<file path="src/ptbw_pkg.sv">
// Package: constants and types shared by both ends of the burst write pass-through port
// Summary of operation
// - Capture start address, store each data phase
// - Address holder advances as burst proceeds
// - Posted writes off: one word, then hold
// - No burst flag while write FIFO disabled
// - Status outputs update edge after recognition
// - Status valid only while access pending
// - Pending, burst, region, direction, byte lanes driven
// - Fetch strobe reads address, latched next edge
// - Pipelined read: data one clock later
// - Phase done completes phase, advances lanes
// - Burst flag drops with one phase left
// - Final phase done drops pending, data stays
// - Add-on releases strobes after last read
// - New access may start next clock
// - Phase done deasserted means wait state
// - Non-burst add-on pulses fetch around reads
// - Held read strobe keeps bus driven
// - Continuous phase done moves word per clock
// - Data port sits at offset 2Ch
// - Release bus unless read selected last cycle or fetch strobe asserted
// - Never write strobe with fetch strobe
package ptbw_pkg;
  // ==========================================================
  // Register map
  localparam logic [6:0] PTBW_DATA_PORT_OFS = 7'h2C;
  localparam logic [4:0] PTBW_DATA_PORT_IDX = PTBW_DATA_PORT_OFS[6:2];
  // ==========================================================
  // Reset values
  localparam logic [3:0] PTBW_LANES_RST = 4'hF;
  localparam logic [1:0] PTBW_REGION_RST = 2'h0;
  localparam logic [31:0] PTBW_ADDR_RST = 32'h0000_0000;
  localparam logic [4:0] PTBW_CNT_RST = 5'h00;
  // Address step per 32-bit data phase
  localparam logic [31:0] PTBW_ADDR_STEP = 32'h0000_0004;
  localparam logic [4:0] PTBW_ONE = 5'h01;
  // ==========================================================
  // Host-side states
  typedef enum logic [1:0] {PTBW_H_IDLE, PTBW_H_ADDR, PTBW_H_READ, PTBW_H_LAST} ptbw_host_e;
endpackage

</file>
<file path="src/ptbw_if.sv">
// Interface: add-on bus between the pass-through port and add-on logic
`timescale 1ns/1ps
`default_nettype none
interface ptbw_if;
  logic accessPendingN;
  logic multiPhaseFlagN;
  logic [1:0] regionIndex;
  logic directionIsWrite;
  logic [3:0] pendingByteLanesN;
  logic addressFetchStrobeN;
  logic phaseDoneN;
  logic readStrobeN;
  logic writeStrobeN;
  logic selectN;
  logic [3:0] registerByteLanesN;
  logic [6:2] wordAddr;
  logic [31:0] dqDev;
  logic dqDevOe;
  logic [31:0] dqHost;
  logic dqHostOe;
  modport device (
    output accessPendingN, multiPhaseFlagN, regionIndex, directionIsWrite,
    output pendingByteLanesN, dqDev, dqDevOe,
    input addressFetchStrobeN, phaseDoneN, readStrobeN, writeStrobeN, selectN,
    input registerByteLanesN, wordAddr, dqHost, dqHostOe
  );
  modport host (
    input accessPendingN, multiPhaseFlagN, regionIndex, directionIsWrite,
    input pendingByteLanesN, dqDev, dqDevOe,
    output addressFetchStrobeN, phaseDoneN, readStrobeN, writeStrobeN, selectN,
    output registerByteLanesN, wordAddr, dqHost, dqHostOe
  );
endinterface
`default_nettype wire

</file>
<file path="src/ptbw_device.sv">
// Device end: captures a PCI burst write and presents it to add-on logic
`timescale 1ns/1ps
`default_nettype none
module ptbw_device
  import ptbw_pkg::*;
#(
  parameter int DEPTH = 8,
  parameter int AW = 3
) (
  input wire logic clk,
  input wire logic rst_b,
  // PCI-side capture port
  input wire logic pciStart,
  input wire logic [31:0] pciAddr,
  input wire logic [1:0] pciRegion,
  input wire logic pciData,
  input wire logic [31:0] pciWord,
  input wire logic [3:0] pciLanesN,
  input wire logic pciLast,
  input wire logic postedEnable,
  output logic pciReady,
  output logic [31:0] addrNow,
  ptbw_if.device bus
);
  typedef struct packed {
    logic pending;
    logic capturing;
    logic [AW:0] wrPtr;
    logic [AW:0] rdPtr;
    logic [4:0] phasesLeft;
    logic [1:0] region;
    logic [31:0] addrHold;
    logic [31:0] dq;
    logic dqOe;
  } ptbw_dev_s;

  ptbw_dev_s st;
  ptbw_dev_s next_st;
  logic [31:0] dataMem [DEPTH];
  logic [3:0] laneMem [DEPTH];
  logic [AW:0] used;
  logic full;
  logic phaseDone;
  logic readHit;

  // ==========================================================
  // Capture side
  assign used = st.wrPtr - st.rdPtr;
  // Posted mode fills every slot; otherwise one word at a time
  assign full = postedEnable ? (used == (AW+1)'(DEPTH)) : (used != '0);
  assign pciReady = !full && (st.capturing || !st.pending);
  assign phaseDone = st.pending && !bus.phaseDoneN && (used != '0);
  assign readHit = !bus.readStrobeN && !bus.selectN && (bus.wordAddr == PTBW_DATA_PORT_IDX);

  always_ff @(posedge clk) begin
    if (pciData && pciReady) begin
      dataMem[st.wrPtr[AW-1:0]] <= pciWord;
      laneMem[st.wrPtr[AW-1:0]] <= pciLanesN;
    end
  end

  always_comb begin
    next_st = st;
    if (pciStart && !st.pending) begin
      next_st.addrHold = pciAddr;
      next_st.region = pciRegion;
      next_st.capturing = 1'b1;
      next_st.pending = 1'b1;
      next_st.phasesLeft = PTBW_CNT_RST;
    end
    if (pciData && pciReady) begin
      next_st.wrPtr = st.wrPtr + (AW+1)'(1);
      next_st.phasesLeft = next_st.phasesLeft + PTBW_ONE;
      if (!(pciStart && !st.pending)) begin
        next_st.addrHold = st.addrHold + PTBW_ADDR_STEP;
      end
      if (pciLast) begin
        next_st.capturing = 1'b0;
      end
    end
    if (phaseDone) begin
      next_st.rdPtr = st.rdPtr + (AW+1)'(1);
      next_st.phasesLeft = next_st.phasesLeft - PTBW_ONE;
      if (st.phasesLeft == PTBW_ONE && !st.capturing) begin
        next_st.pending = 1'b0;
      end
    end
    // Data driven one clock after a sampled read; address fetch bypasses the pipe
    next_st.dqOe = readHit;
    if (readHit) begin
      next_st.dq = dataMem[st.rdPtr[AW-1:0]];
    end
  end

  always_ff @(posedge clk or negedge rst_b) begin
    if (!rst_b) begin
      st <= '{pending: 1'b0, capturing: 1'b0, wrPtr: '0, rdPtr: '0,
              phasesLeft: PTBW_CNT_RST, region: PTBW_REGION_RST,
              addrHold: PTBW_ADDR_RST, dq: 32'h0000_0000, dqOe: 1'b0};
    end else begin
      st <= next_st;
    end
  end

  // ==========================================================
  // Add-on status outputs
  assign bus.accessPendingN = !st.pending;
  // Burst flag needs posting enabled and either capture still running or more than one phase left
  assign bus.multiPhaseFlagN = !(st.pending && postedEnable &&
                                 (st.capturing || st.phasesLeft > PTBW_ONE));
  assign bus.regionIndex = st.region;
  assign bus.directionIsWrite = st.pending;
  assign bus.pendingByteLanesN = (used != '0) ? laneMem[st.rdPtr[AW-1:0]] : PTBW_LANES_RST;
  assign bus.dqDev = !bus.addressFetchStrobeN ? st.addrHold : st.dq;
  assign bus.dqDevOe = !bus.addressFetchStrobeN || st.dqOe;
  assign addrNow = st.addrHold;
endmodule // ptbw_device
`default_nettype wire

</file>
<file path="src/flat_wrapper.sv">
// flat-port wrapper written by rule: the top's interface ports become plain ports
module ptbw_device_flat import ptbw_pkg::*;
#(
  parameter int DEPTH = 8,
  parameter int AW = 3
)
  (clk, rst_b, pciStart, pciAddr, pciRegion, pciData, pciWord, pciLanesN, pciLast, postedEnable, pciReady, addrNow, bus_accessPendingN, bus_multiPhaseFlagN, bus_regionIndex, bus_directionIsWrite, bus_pendingByteLanesN, bus_dqDev, bus_dqDevOe, bus_addressFetchStrobeN, bus_phaseDoneN, bus_readStrobeN, bus_writeStrobeN, bus_selectN, bus_registerByteLanesN, bus_wordAddr, bus_dqHost, bus_dqHostOe);
  ptbw_if bus_i ();
  input wire logic clk;
  input wire logic rst_b;
  input wire logic pciStart;
  input wire logic [31:0] pciAddr;
  input wire logic [1:0] pciRegion;
  input wire logic pciData;
  input wire logic [31:0] pciWord;
  input wire logic [3:0] pciLanesN;
  input wire logic pciLast;
  input wire logic postedEnable;
  output logic pciReady;
  output logic [31:0] addrNow;
  output wire logic [$bits(bus_i.accessPendingN)-1:0] bus_accessPendingN;
  output wire logic [$bits(bus_i.multiPhaseFlagN)-1:0] bus_multiPhaseFlagN;
  output wire logic [$bits(bus_i.regionIndex)-1:0] bus_regionIndex;
  output wire logic [$bits(bus_i.directionIsWrite)-1:0] bus_directionIsWrite;
  output wire logic [$bits(bus_i.pendingByteLanesN)-1:0] bus_pendingByteLanesN;
  output wire logic [$bits(bus_i.dqDev)-1:0] bus_dqDev;
  output wire logic [$bits(bus_i.dqDevOe)-1:0] bus_dqDevOe;
  input wire logic [$bits(bus_i.addressFetchStrobeN)-1:0] bus_addressFetchStrobeN;
  input wire logic [$bits(bus_i.phaseDoneN)-1:0] bus_phaseDoneN;
  input wire logic [$bits(bus_i.readStrobeN)-1:0] bus_readStrobeN;
  input wire logic [$bits(bus_i.writeStrobeN)-1:0] bus_writeStrobeN;
  input wire logic [$bits(bus_i.selectN)-1:0] bus_selectN;
  input wire logic [$bits(bus_i.registerByteLanesN)-1:0] bus_registerByteLanesN;
  input wire logic [$bits(bus_i.wordAddr)-1:0] bus_wordAddr;
  input wire logic [$bits(bus_i.dqHost)-1:0] bus_dqHost;
  input wire logic [$bits(bus_i.dqHostOe)-1:0] bus_dqHostOe;
  assign bus_accessPendingN = bus_i.accessPendingN;
  assign bus_multiPhaseFlagN = bus_i.multiPhaseFlagN;
  assign bus_regionIndex = bus_i.regionIndex;
  assign bus_directionIsWrite = bus_i.directionIsWrite;
  assign bus_pendingByteLanesN = bus_i.pendingByteLanesN;
  assign bus_dqDev = bus_i.dqDev;
  assign bus_dqDevOe = bus_i.dqDevOe;
  assign bus_i.addressFetchStrobeN = bus_addressFetchStrobeN;
  assign bus_i.phaseDoneN = bus_phaseDoneN;
  assign bus_i.readStrobeN = bus_readStrobeN;
  assign bus_i.writeStrobeN = bus_writeStrobeN;
  assign bus_i.selectN = bus_selectN;
  assign bus_i.registerByteLanesN = bus_registerByteLanesN;
  assign bus_i.wordAddr = bus_wordAddr;
  assign bus_i.dqHost = bus_dqHost;
  assign bus_i.dqHostOe = bus_dqHostOe;
  ptbw_device #(.DEPTH(DEPTH), .AW(AW)) u_core (.clk(clk), .rst_b(rst_b), .pciStart(pciStart), .pciAddr(pciAddr), .pciRegion(pciRegion), .pciData(pciData), .pciWord(pciWord), .pciLanesN(pciLanesN), .pciLast(pciLast), .postedEnable(postedEnable), .pciReady(pciReady), .addrNow(addrNow), .bus(bus_i));
endmodule
</file>
<file path="config.mk">
export PLATFORM = sky130hd
export DESIGN_NAME = ptbw_device_flat
export DESIGN_NICKNAME = d
export VERILOG_FILES = /design/src/ptbw_pkg.sv /design/src/ptbw_if.sv /design/src/ptbw_device.sv /design/src/flat_wrapper.sv
export SDC_FILE = /design/constraint.sdc
export NUM_CORES = 1
export LEC_CHECK = 0
export BUFFER_PORTS_ARGS = -buffer_cell sky130_fd_sc_hd__buf_2
export CAP_MARGIN = 30
export CORE_AREA = 2 2 166 168
export CTS_CLUSTER_SIZE = 12
export DETAILED_ROUTE_END_ITERATION = 7
export DIE_AREA = 0 0 168 170
export PLACE_DENSITY = 0.81
export SETUP_SLACK_MARGIN = 0.05
export SLEW_MARGIN = 20
export SYNTH_ARGS = -nofsm -noshare
export SYNTH_HDL_FRONTEND = slang
export SYNTH_SLANG_ARGS = --single-unit
</file>
<file path="constraint.sdc">
create_clock -name clk -period 7.6 [get_ports clk]
set_input_delay 1.52 -clock clk [delete_from_list [all_inputs] [get_ports clk]]
set_output_delay 1.52 -clock clk [all_outputs]
set_load 0.05 [all_outputs]
</file>
Yosys cells after proc, flatten, opt, wreduce, memory -nomap -nowiden. Memories as Yosys holds them, arrays and structs flattened. A register that Yosys moved wholly into a read port is not among the register bits. Cells that the tools add are included.

Add/subtract/negate cells: 6. Magnitude comparators: 1. Equality and inequality tests: 3. Reduce and logical (&&, ||, !) cells: 23. Mux-type cells: 15.

Operator list (count): 32-bit 2-to-1 mux (3); 39-bit 2-to-1 mux (1); 32-bit by 3-bit adder with 32-bit output (second input constant) (1); 5-bit 2-to-1 mux (3); 1-bit logical AND (10); 1-bit zero test (9); 4-bit by 1-bit adder with 4-bit output (second input constant) (2); 1-bit 2-to-1 mux (6); 5-bit by 1-bit adder with 5-bit output (second input constant) (1); 5-bit by 1-bit equality test with 1-bit output (second input constant) (1); 5-bit by 4-bit equality test with 1-bit output (second input constant) (1); 5-bit by 1-bit greater-than comparator with 1-bit output (second input constant) (1); 5-bit by 1-bit subtractor with 5-bit output (second input constant) (1); 4-bit equality test (second input constant) (1); 4-bit 2-to-1 mux (1); 4-bit nonzero test (1); 4-bit subtractor (1); 1-bit logical OR (3); 2-bit 2-to-1 mux (1).

Register bits: 50. Input bits: 123. Bits in writable memories: 288. Word-level logic and storage cells: 58. Memories kept: 2. Output and inout port bits: 75.

Memories: u_core.dataMem (words 8, bits a word 32, read ports 1, clocked after memory_dff 1, wr ports 1, line ptbw_device.sv:39) `logic [31:0] dataMem [DEPTH];`; u_core.laneMem (words 8, bits a word 4, read ports 1, clocked after memory_dff 0, wr ports 1, line ptbw_device.sv:40) `logic [3:0] laneMem [DEPTH];`.

Longest topological paths before layout. Gate-level depths: netlist of run 1.

Depth in word-level cells: 9. Depth in mapped cells: 13. Mapped depth without buffers: 10.

Worst setup path after synthesis of run 1. No wires, ideal clock.

Path type: flip-flop to flip-flop. From: register u_core.st[74] (netlist bit). To: memory u_core.dataMem[4][0] (enable). Data required time: 7068 ps. Stages on the path, launching flop included: 9. Arrival: 5975 ps. Setup time: 532 ps. Buffers on the path: 2. Period minus slack after synthesis: 6507 ps. Slack: 1093 ps. Cell sequence: dfrtp_1 > clkbuf_1 > inv_2 > buf_1 > ha_1 > xnor2_1 > a21o_1 > nand3_1 > nor4b_1.

Longest elaborated chain between the ends: 8. Elaborated cells between the ends (all ways): 9. Classes of those cells: add/sub (1); eq/ne (1); mux (3); reduce/logical (4).

RTL lines: start: declaration (line ptbw_device.sv:37) `ptbw_dev_s st;`; start signal: assignment (line ptbw_device.sv:97) `st <= '{pending: 1'b0, capturing: 1'b0, wrPtr: '0, rdPtr: '0,`; start signal: assignment (line ptbw_device.sv:101) `st <= next_st;`; 4-bit subtractor * (line ptbw_device.sv:48) `assign used = st.wrPtr - st.rdPtr;`; 4-bit equality test / 4-bit nonzero test (equally long branches) (line ptbw_device.sv:50) `assign full = postedEnable ? (used == (AW+1)'(DEPTH)) : (used != '0);`; 1-bit 2-to-1 mux * (line ptbw_device.sv:50); 1-bit zero test * (line ptbw_device.sv:51) `assign pciReady = !full && (st.capturing || !st.pending);`; 1-bit logical AND * (line ptbw_device.sv:51); 1-bit logical AND * (line ptbw_device.sv:56) `if (pciData && pciReady) begin`; 1-bit 2-to-1 mux * (line ptbw_device.sv:56); 1-bit 2-to-1 mux (not written as such) * (line ptbw_device.sv:57) `dataMem[st.wrPtr[AW-1:0]] <= pciWord;`; end: declaration (line ptbw_device.sv:39).

Mark *: on every way between the ends. The rest lies on a longest branch, timed or not.

Final worst setup path of run 1.
From: register u_core.st[72] (netlist bit). To: output bus_pendingByteLanesN[0].

Longest elaborated chain between the ends: 3. Elaborated cells between the ends (all ways): 4. Classes of those cells: add/sub (1); mux (1); reduce/logical (1); memory (1).

RTL lines: 4-bit subtractor (line ptbw_device.sv:48); 4-bit nonzero test (line ptbw_device.sv:113) `assign bus.pendingByteLanesN = (used != '0) ? laneMem[st.rdPtr[AW-1:0]] : PTBW_LANES_RST;`; 4-bit 2-to-1 mux * (line ptbw_device.sv:113); end: declaration (line flat_wrapper.sv:25) `output wire logic [$bits(bus_i.pendingByteLanesN)-1:0] bus_pendingByteLanesN;`.

Marks and branches as above.

==> results of run 1 <==
[layer usage]
metal | vias up | part of all wire (%)
met5 | - | 0
met4 | 0 | 3.4
met3 | 74 | 7.6
met2 | 439 | 49
met1 | 4386 | 40
li1 | 3795 | -
[registers in the layout, summed over array words and instances, names as in the netlist, named ones only]
register and cells:
u_core.dataMem 256, u_core.st 47, u_core.laneMem 32, u_core.addrNow 31, u_core.bus.regionIndex 2, u_core.bus.directionIsWrite 1
[synthesized netlist by cell type (8+ instances only)]
master	n	area share [%]
edfxtp_1	288	56
nand2_1	106	2.6
dfrtp_1	82	13
mux4_2	72	11
o21ai_0	63	2.1
buf_4	34	1.7
mux2i_1	34	2.2
xnor2_1	34	1.9
clkbuf_1	30	0.74
mux2_2	29	2.1
nand3_1	20	0.65
nor2_1	17	0.42
xor2_1	12	0.69
and3_1	11	0.45
inv_1	9	0.22
nor3_1	9	0.29
ha_1	8	0.65
nand4_1	8	0.33
[worst paths after layout]
| check | end | slack, ns |
|---|---|---|
| min in group asynchronous | u_core.st[74]$_DFFE_PN0P_ | 1.00 |
| min reg2reg | u_core.bus.regionIndex[0]$_DFFE_PN0P_ | 0.47 |
| min | u_core.bus.regionIndex[0]$_DFFE_PN0P_ | 0.47 |
| max in group asynchronous | u_core.st[72]$_DFFE_PN0P_ | 5.49 |
| max | bus_pendingByteLanesN[0] | 3.28 |
| max reg2reg | u_core.dataMem[3][8]$_DFFE_PP_ | 3.63 |
[cells by family (layout without fill, tap and decap cells)]
family / count (synthesis) / after routing / synth area share, %
simple gates: 201 / 201 / 6.29
mux: 135 / 135 / 14.9
other cells: 0 / 3 / 0
compound gates: 76 / 76 / 2.59
xor+xnor: 46 / 46 / 2.63
flops: 370 / 370 / 69.8
buf+inv: 87 / 266 / 3.06
fa+ha+maj: 8 / 8 / 0.653
[layout by cell type (no fill, tap or decap), types with 3 or more instances in the layout]
cell	synthesis	final
edfxtp_1	288	288
buf_2	6	159
nand2_1	106	106
dfrtp_1	82	80
mux4_2	72	72
o21ai_0	63	63
clkbuf_16	0	39
xnor2_1	34	34
mux2i_1	34	34
mux2_2	29	29
buf_4	34	25
clkbuf_1	30	21
nand3_1	20	19
nor2_1	17	16
xor2_1	12	12
and3_1	11	11
inv_1	9	9
nand4_1	8	8
ha_1	8	8
nor3_1	9	7
nor4_1	6	5
a21oi_1	4	4
clkbuf_8	0	4
diode_2	0	3
a21o_1	3	3
and2_1	3	3
nand2b_1	3	3
nor3_2	1	3
[final cells by class]
class                      instances  area [µm²]  area share (%)
antenna                            3        7.51          0.0427
timing repair buffer             187        1050            5.97
multi-input combinational        466        4210            23.9
clock buffer                      64        1110            6.31
tap                              341         427            2.42
inverter                          10        37.5           0.213
sequential                       370       10700            60.8
clock inverter                     5        51.3           0.291
[power breakdown]
part | leakage [nW] | switching (mW) | total [mW] | internal [mW]
Clock | 0.560 | 0.728 | 1.75 | 1.03
Combinational | 2.33 | 1.47 | 2.34 | 0.873
Sequential | 3.63 | 0.288 | 2.73 | 2.44
Total | 6.52 | 2.49 | 6.83 | 4.34
[metrics by stage]
step                      worst slack [ns]  instance area (µm²)  util (%)
after global routing                  3.07                17600      66.0
after CTS                             3.11                17600      65.9
after floorplan                       1.09                15300         -
final                                 3.28                17600      66.0
after detailed placement              3.12                16400      61.5
after global placement                3.13                16400      61.4
[worst max-delay path: stages, from the launching register on]
cell and delay [ns]:
dfrtp_4 0.83, ha_1 0.33, nand2b_4 0.06, xnor2_1 0.32, nand2_1 0.10, a21o_1 0.25
nand3_1 0.12, buf_2 0.27
==> impl_metrics.env, run 1 <==
export IMPL_status="finished, final reports clean"
export IMPL_cts_max_level=2
export IMPL_setup_tns_ns=0
export IMPL_worstHoldStart="u_core.bus.regionIndex[0]$_DFFE_PN0P_"
export IMPL_cts_setup_buffers=0
export IMPL_cts_buffers=38
export IMPL_detail_route_first_pass_iterations=5
export IMPL_slew_viol_final=0
export IMPL_fin_hold_ws_ns=0.468
export IMPL_io_buffers=159
export IMPL_track_usage_pct=24.7
export IMPL_core_area_um2=26700
export IMPL_syn_cell_area_um2=15300
export IMPL_critPathLaunchType="flop"
export IMPL_post_route_min_period_ns=4.32
export IMPL_cp_max_fo=31
export IMPL_rr_startpoint="u_core.st[72]$_DFFE_PN0P_"
export IMPL_synth_nets=1054
export IMPL_clk_pin_slew_ns=0.06
export IMPL_leakagePower_nw=6.52
export IMPL_grt_max_degree=66
export IMPL_clock_path_buffers=3
export IMPL_syn_inst=923
export IMPL_met1_usage_pct=33.0
export IMPL_die_area_um2=28600
export IMPL_grt_use_met2_pct=40.0
export IMPL_finalWirelength_mm=34.8
export IMPL_drt_iter0_drc=836
export IMPL_whs_path_depth=2
export IMPL_ir_worst_vdd_uv=195
export IMPL_fin_cells=1446
export IMPL_postCtsHoldBufs=0
export IMPL_fp_dieH_um=170
export IMPL_yosysUniqueCellTypes=44
export IMPL_viasPerCell=6.01
export IMPL_fin_worst_skew_ns=0.0172
export IMPL_wl_per_cell_um=24.1
export IMPL_ctsRootBufferMaster="clkbuf_16"
export IMPL_rsz0062_at_grt="false"
export IMPL_grt_overflow=0
export IMPL_syn_avg_cell_area_um2=16.6
export IMPL_worst_pin_slew_ns=0.851
export IMPL_seq_area_frac_synth_pct=69.8
export IMPL_max_freq_ghz=0.231
export IMPL_critPathLaunch="u_core.st[72]$_DFFE_PN0P_"
export IMPL_n_fill_cell=1706
export IMPL_ys_flop_type="edfxtp_1"
export IMPL_min_path_type="reg2reg"
export IMPL_power_density_nw_per_um2=388
export IMPL_cp_end_kind="output port"
export IMPL_hold_viol=0
export IMPL_grt_busiest_layer="met2"
export IMPL_vias=8694
export IMPL_grt_first_pass_wirelength_mm=52.6
export IMPL_setup_violations=0
export IMPL_reg2regPathDepth=8
export IMPL_antenna_found_initial=4
export IMPL_area_delta_synth_final_pct=14.9
export IMPL_met3_usage_pct=4.47
export IMPL_rows=60
export IMPL_initial_core_util_pct=57.5
export IMPL_ant_nets=0
export IMPL_drcViolationCount=0
export IMPL_timing_slew_headroom_pct=43.0
export IMPL_worst_ep_arrival_time_ns=2.80
export IMPL_dp_hpwl_mm=20.3
export IMPL_nets=1204
export IMPL_synth_edf_count=288
export IMPL_grt_pass1_vias=8922
export IMPL_timing_final_crit_share_pct=56.9
export IMPL_synth_seq_cells=370
export IMPL_worstSkewPairLatency_ns=0.52
export IMPL_required_ns=6.08
export IMPL_cts_tree="built"
export IMPL_clock_sinks=370
export IMPL_die_w_um=168
export IMPL_cts_resized=0
export IMPL_ys_warnings_count=0
export IMPL_ios=198
export IMPL_power_total_mw=6.83
export IMPL_gp_congestion=0.832
export IMPL_worstSetupPathType="reg2out"
export IMPL_synth_async_reset_ratio_pct=22.2
export IMPL_layout_drive_gt1_share_pct=31.9
export IMPL_maxCapViolCount=0
export IMPL_dpl_cell_count=1372
Power figures use the tool's default switching activity.
==> run 2: changes to the inputs <==
--- a/config.mk
+++ b/config.mk
@@ -5,12 +5,13 @@
 export SDC_FILE = /design/constraint.sdc
 export NUM_CORES = 1
 export LEC_CHECK = 0
+export ABC_AREA = 1
 export BUFFER_PORTS_ARGS = -buffer_cell sky130_fd_sc_hd__buf_2
 export CAP_MARGIN = 30
-export CORE_AREA = 2 2 166 168
+export CORE_AREA = 2 2 171 173
 export CTS_CLUSTER_SIZE = 12
 export DETAILED_ROUTE_END_ITERATION = 7
-export DIE_AREA = 0 0 168 170
+export DIE_AREA = 0 0 173 175
 export PLACE_DENSITY = 0.81
 export SETUP_SLACK_MARGIN = 0.05
 export SLEW_MARGIN = 20
==> constraint.sdc (replaced) <==
create_clock -name clk -period 4.3 [get_ports clk]
set_input_delay 0.86 -clock clk [delete_from_list [all_inputs] [get_ports clk]]
set_output_delay 0.86 -clock clk [all_outputs]
set_load 0.05 [all_outputs]
==> run 2 against run 1 <==
  * Power up 85%
  * Clock power is 86% higher
  * Largest power group is now combinational cells
  * Highest routed layer is now met5
  * Setup slack worse by 2.4 ns
  * Largest cell class unchanged
  * Area after synthesis increased by 5.8%
  * Global-route usage increased by 1.5 points
==> impl_metrics.env, run 2 <==
export IMPL_status="finished, final reports clean"
export IMPL_nets=1730
export IMPL_largest_reg_flops=256
export IMPL_critPathLaunchType="flop"
export IMPL_min_path_type="in2async"
export IMPL_timing_slew_headroom_pct=40.2
export IMPL_power_total_mw=12.6
export IMPL_area_delta_synth_final_pct=13.4
export IMPL_synth_nets=1625
export IMPL_cts_max_level=2
export IMPL_yosys_area_share_xor_xnor_pct=1.46
export IMPL_ys_warnings_count=0
export IMPL_cp_slowest_cell="dfrtp_1"
export IMPL_ant_nets=0
export IMPL_antenna_found_initial=5
export IMPL_p_sw_share_pct=40.6
export IMPL_synth_compound_area_share_pct=13.3
export IMPL_setup_tns_ns=0
export IMPL_ys_flop_type="edfxtp_1"
export IMPL_ir_worst_vdd_uv=501
export IMPL_yosysUniqueCellTypes=39
export IMPL_n_fill_cell=2068
export IMPL_max_freq_ghz=0.292
export IMPL_comb_power_share_pct=37.3
export IMPL_syn_inst=1494
export IMPL_clock_power_share_pct=25.9
export IMPL_postCtsHoldBufs=0
export IMPL_worst_path_most_repeated_cell="nand2_1"
export IMPL_crit_path_end="pciReady"
export IMPL_drt_iter0_drc=1766
export IMPL_reg2regPathDepth=12
export IMPL_critPathTopFamily="flip-flops"
export IMPL_rr_startpoint="u_core.st[78]$_DFFE_PN0N_"
export IMPL_yosys_top_cells_area="edfxtp_1, dfrtp_1, o21ai_0, nand2_1, nor2_1"
export IMPL_worstSetupPathType="reg2out"
export IMPL_cts_tree="built"
export IMPL_drcViolationCount=0
export IMPL_layout_drive_gt1_share_pct=16.0
export IMPL_viasPerCell=6.01
export IMPL_synth_mux_area_share_pct=0
export IMPL_vias=12100
export IMPL_multi_input_area_um2=4580
export IMPL_initial_core_util_pct=57.1
export IMPL_synth_top_area_share_pct=53.3
export IMPL_synth_top_family_by_area="compound AO/OA/AOI/OAI gates"
export IMPL_slew_viol_final=0
export IMPL_grt_overflow=0
export IMPL_rsz0062_at_grt="false"
export IMPL_synth_async_reset_ratio_pct=22.2
export IMPL_syn_avg_cell_area_um2=10.9
export IMPL_ctsRootBufferMaster="clkbuf_16"
export IMPL_synth_simple_area_share_pct=12.5
export IMPL_final_cell_mix="edfxtp_1, o21ai_0, nand2_1, nor2_1, buf_2"
export IMPL_power_density_nw_per_um2=686
export IMPL_die_w_um=173
export IMPL_synth_edf_count=288
export IMPL_cts_setup_buffers=0
export IMPL_crit_buf_inv=1
export IMPL_worst_ep_arrival_time_ns=2.57
export IMPL_final_common_cell="edfxtp_1"
export IMPL_fin_area_um2=18400
export IMPL_max_stage_delay_ns=0.57
export IMPL_path_cells="ha_1, or2_1, nand2_1, nand2_1, nand2_2, nand2_4, a21boi_0, buf_2"
export IMPL_cts_buffers=39
export IMPL_syn_cell_area_um2=16200
export IMPL_clk_pin_slew_ns=0.06
export IMPL_clock_path_buffers=3
export IMPL_finalWirelength_mm=40.3
export IMPL_worst_pin_slew_ns=0.898
export IMPL_dpl_cell_count=1942
export IMPL_hold_viol=0
export IMPL_fp_dieH_um=175
export IMPL_worstSkewPairLatency_ns=0.54
export IMPL_fin_worst_skew_ns=0.0187
export IMPL_track_usage_pct=26.2
export IMPL_fin_cells=2007
export IMPL_die_area_um2=30300
export IMPL_yosysMostFrequentCell="edfxtp_1"
export IMPL_cp_max_fo=8
export IMPL_seq_area_frac_synth_pct=66.0
export IMPL_cp_end_kind="output port"
export IMPL_p_seq_share_pct=36.9
export IMPL_yosysTopAreaCell="edfxtp_1"
export IMPL_timing_final_crit_share_pct=79.7
export IMPL_maxCapViolCount=0
export IMPL_p_sw_mw=5.12
export IMPL_synth_seq_cells=370
export IMPL_grt_first_pass_wirelength_mm=62.4
export IMPL_seq_area_um2=10700
export IMPL_clock_sinks=370
export IMPL_ios=198
export IMPL_finalWorstSetupSlack_ns=0.873
export IMPL_fin_util_pct=64.8
export IMPL_grt_pass1_vias=11600
export IMPL_r2r_end="u_core.dataMem[6][19]$_DFFE_PP_"
export IMPL_gp_congestion=0.935
export IMPL_r2r_slack_ns=1.01
export IMPL_setup_violations=0
export IMPL_worst_path_stages=8
export IMPL_cts_resized=0
export IMPL_io_buffers=159
export IMPL_required_ns=3.44
export IMPL_synth_common_cells="edfxtp_1, o21ai_0, nand2_1, nor2_1, inv_1"
export IMPL_post_route_min_period_ns=3.43
export IMPL_rows=62
export IMPL_detail_route_first_pass_iterations=6
export IMPL_core_area_um2=28400
export IMPL_critPathLaunch="u_core.st[78]$_DFFE_PN0N_"
export IMPL_dpl_worst_slack_ns=1.03
export IMPL_leakagePower_nw=7.09
export IMPL_place_area_um2=17100
export IMPL_grt_max_degree=88
export IMPL_synthAdderAreaFrac_pct=0.617
export IMPL_wl_per_cell_um=20.1
export IMPL_dp_hpwl_mm=23.9
export IMPL_p_int_mw=7.50
export IMPL_fin_hold_ws_ns=0.414
-- run 2: cell types whose count changed after synthesis, sizes merged, moves of 28 or more --
cell / delta
o21ai: +187
nor2: +170
nand2: +120
inv: +93
mux4: -72
o221ai: +44
clkbuf: +38
mux2i: -34
xnor2: -33
mux2: -29
o22ai: +28
-- run 2: kinds of logic (layout without fill, tap and decap cells) --
| kind of cell | count (synthesis) | count (layout) |
|---|---|---|
| simple gates | 494 | 494 |
| xor+xnor | 27 | 27 |
| buf+inv | 224 | 351 |
| compound gates | 371 | 371 |
| flops | 370 | 370 |
| fa+ha+maj | 8 | 8 |
| other cells | 0 | 2 |
-- run 2: how the worst min path moves through the flow --
stage	start	slack, ns	endpoint
2_1_floorplan	u_core.bus.regionIndex[0]$_DFFE_PN0P_	0.45	u_core.bus.regionIndex[0]$_DFFE_PN0P_
3_3_place_gp	u_core.bus.regionIndex[0]$_DFFE_PN0P_	0.46	u_core.bus.regionIndex[0]$_DFFE_PN0P_
3_5_place_dp	u_core.bus.regionIndex[0]$_DFFE_PN0P_	0.47	u_core.bus.regionIndex[0]$_DFFE_PN0P_
4_1_cts	rst_b	0.45	u_core.addrNow[18]$_DFF_PN0_
5_1_grt	rst_b	0.49	u_core.addrNow[9]$_DFF_PN0_
6_report	rst_b	0.41	u_core.addrNow[9]$_DFF_PN0_
-- run 2: power by group through the flow --
stage / clock network [mW] / registers [mW] / logic, mW
global placement: 0 / 4.69 / 4.46
global route: 3.45 / 4.69 / 5.11
detailed placement: 0 / 4.71 / 4.62
floorplan: 0 / 4.61 / 3.73
CTS: 3.28 / 4.64 / 4.67
finish: 3.26 / 4.65 / 4.70
-- run 2: metal layers --
metal	share of wire, %	track usage, %	vias to the layer above
li1	-	-	5429
met1	39	34.6	5860
met2	48	43.0	679
met3	9.7	5.68	94
met4	2.7	9.60	6
met5	0.094	0	-
-- run 2: area by class of cell --
cell class	count	share of cell area [%]
Inverter	103	2.11
Clock buffer	52	5.80
Sequential cell	370	58.2
Timing Repair Buffer	185	5.40
Tap cell	384	2.61
Antenna cell	2	0.0272
Clock inverter	11	0.905
Multi-Input combinational cell	900	24.9
==> run 3: changes to the inputs <==
==> constraint.sdc (replaced) <==
create_clock -name clk -period 3.3 [get_ports clk]
set_input_delay 0.66 -clock clk [delete_from_list [all_inputs] [get_ports clk]]
set_output_delay 0.66 -clock clk [all_outputs]
set_load 0.05 [all_outputs]
==> run 3 against run 2 <==
  * Sequential power rose by 31%
  * Global-route usage rose by 0.079 points
  * Sequential share of layout area fell by 0.085 points
  * Combinational power rose by 32%
  * First-iteration DRC count fell by 22%
  * Register-to-register slack got worse by 0.74 ns
  * Final area rose by 0.16%
  * Clock skew fell by 0.0012 ns
  * Critical path depth did not move
==> impl_metrics.env, run 3 (synthesized netlist as in run 2, its figures left out) <==
export IMPL_grt_max_degree=105
export IMPL_top_layer="met5"
export IMPL_wl_met2_mm=19.3
export IMPL_vias=11900
export IMPL_cts_max_level=2
export IMPL_nets=1730
export IMPL_n_fill_cell=2081
export IMPL_drt_met1_wl_mm=16.1
export IMPL_fin_hold_ws_ns=0.206
export IMPL_wl_met3_mm=3.70
export IMPL_cp_end_kind="output port"
export IMPL_final_common_cell="edfxtp_1"
export IMPL_die_area_um2=30300
export IMPL_post_route_min_period_ns=3.09
export IMPL_fp_dieH_um=175
export IMPL_ios=198
export IMPL_initial_core_util_pct=57.1
export IMPL_fin_worst_skew_ns=0.0175
export IMPL_largest_reg_flops=256
export IMPL_cp_max_fo=8
export IMPL_worst_path_most_repeated_cell="nand2_1"
export IMPL_worstSkewPairLatency_ns=0.53
export IMPL_max_freq_ghz=0.323
export IMPL_rsz0062_at_grt="false"
export IMPL_status="finished, final reports clean"
export IMPL_drt_iter0_drc=1378
export IMPL_fin_cells=2012
export IMPL_cts_buffers=38
export IMPL_critPathLaunchType="flop"
export IMPL_die_w_um=173
export IMPL_max_stage_delay_ns=0.48
export IMPL_grt_pass1_vias=11300
export IMPL_clk_pin_slew_ns=0.06
export IMPL_ctsRootBufferMaster="clkbuf_16"
export IMPL_rows=62
export IMPL_clock_path_buffers=3
export IMPL_cts_tree="built"
export IMPL_area_delta_synth_final_pct=13.6
export IMPL_viasPerCell=5.90
export IMPL_grt_overflow=0
export IMPL_timing_final_crit_share_pct=93.7
export IMPL_wl_per_cell_um=20.0
export IMPL_grt_first_pass_wirelength_mm=62.4
export IMPL_antenna_found_initial=4
export IMPL_drcViolationCount=0
export IMPL_cts_resized=0
export IMPL_maxCapViolCount=0
export IMPL_hold_viol=0
export IMPL_core_area_um2=28400
export IMPL_clock_sinks=370
export IMPL_postCtsHoldBufs=0
export IMPL_layout_drive_gt1_share_pct=15.9
export IMPL_worst_ep_arrival_time_ns=2.43
export IMPL_cp_slowest_cell="dfrtp_2"
export IMPL_path_cells="ha_1, or2_1, nand2_1, nand2_1, nand2_2, nand2_4, a21boi_0, buf_2"
export IMPL_min_path_type="in2async"
export IMPL_setup_violations=0
export IMPL_worstSetupPathType="reg2out"
export IMPL_ir_worst_vdd_uv=597
export IMPL_dp_hpwl_mm=24.6
export IMPL_setup_tns_ns=0
export IMPL_required_ns=2.64
export IMPL_slew_viol_final=0
export IMPL_worst_pin_slew_ns=0.819
export IMPL_leakagePower_nw=7.06
export IMPL_io_buffers=159
export IMPL_power_density_nw_per_um2=876
export IMPL_gp_congestion=0.959
export IMPL_detail_route_first_pass_iterations=5
export IMPL_final_cell_mix="edfxtp_1, o21ai_0, nand2_1, nor2_1, buf_2"
export IMPL_timing_slew_headroom_pct=45.4
export IMPL_finalWirelength_mm=40.2
export IMPL_dpl_cell_count=1943
export IMPL_ant_nets=0
export IMPL_cts_setup_buffers=0
export IMPL_track_usage_pct=26.3
-- run 3: changes by cell type in the layout (fill, tap and decap cells not counted), sizes merged --
cell	delta
buf	+1
bufinv	-4
clkbuf	+5
diode	+3
-- run 3: routing by layer --
layer	GRT usage [%]	vias up
met5	0	-
met4	9.57	2
met3	5.72	83
met2	42.6	624
met1	35.2	5732
li1	-	5435
-- run 3: stage by stage --
step | area [µm²] | total power [mW] | utilization, % | setup slack (ns)
floorplan | 16300 | 11.0 | - | 0.0461
global placement | 17300 | 12.1 | 60.9 | 0.260
detailed placement | 17300 | 12.3 | 60.9 | 0.220
CTS | 18400 | 16.1 | 64.8 | 0.123
global route | 18400 | 17.0 | 64.8 | 0.0730
finish | 18400 | 16.1 | 64.9 | 0.209
-- run 3: final cells by class --
class / instances / area (µm²) / share of cell area [%]
Antenna cell: 5 / 12.5 / 0.0679
Clock buffer: 57 / 1040 / 5.67
Clock inverter: 7 / 52.6 / 0.285
Inverter: 103 / 388 / 2.11
Multi-Input combinational cell: 900 / 4620 / 25.1
Sequential cell: 370 / 10700 / 58.1
Tap cell: 384 / 480 / 2.61
Timing Repair Buffer: 186 / 1110 / 6.02
-- run 3: power by group --
part / internal [mW] / total [mW] / switching, mW
sequential: 5.62 / 6.08 / 0.454
clock: 2.18 / 3.84 / 1.66
combinational: 1.63 / 6.21 / 4.58
-- run 3: path summary, 6_finish.rpt --
kind | start | slack [ns] | endpoint | depth (start not counted)
max | u_core.st[78]$_DFFE_PN0N_ | 0.21 | pciReady | 8
min | rst_b | 0.21 | u_core.addrNow[12]$_DFF_PN0_ | 1
max reg2reg | u_core.st[78]$_DFFE_PN0N_ | 0.27 | u_core.dataMem[7][12]$_DFFE_PP_ | 12
min reg2reg | u_core.bus.regionIndex[1]$_DFFE_PN0P_ | 0.48 | u_core.bus.regionIndex[1]$_DFFE_PN0P_ | 2
max in group asynchronous | rst_b | 2.46 | u_core.st[71]$_DFF_PN0_ | 2
min in group clk | pciLast | 0.34 | u_core.st[80]$_DFF_PN0_ | 2
-- run 3: critical path, delay by kind of cell (launching register included) --
| kind | cells | cell delay [ns] |
|---|---|---|
| AND/OR/NAND/NOR | 5 | 0.56 |
| AO/OA/AOI/OAI | 1 | 0.21 |
| buffers and inverters | 1 | 0.31 |
| flip-flops | 1 | 0.48 |
| adder cells (fa/ha/maj) | 1 | 0.36 |
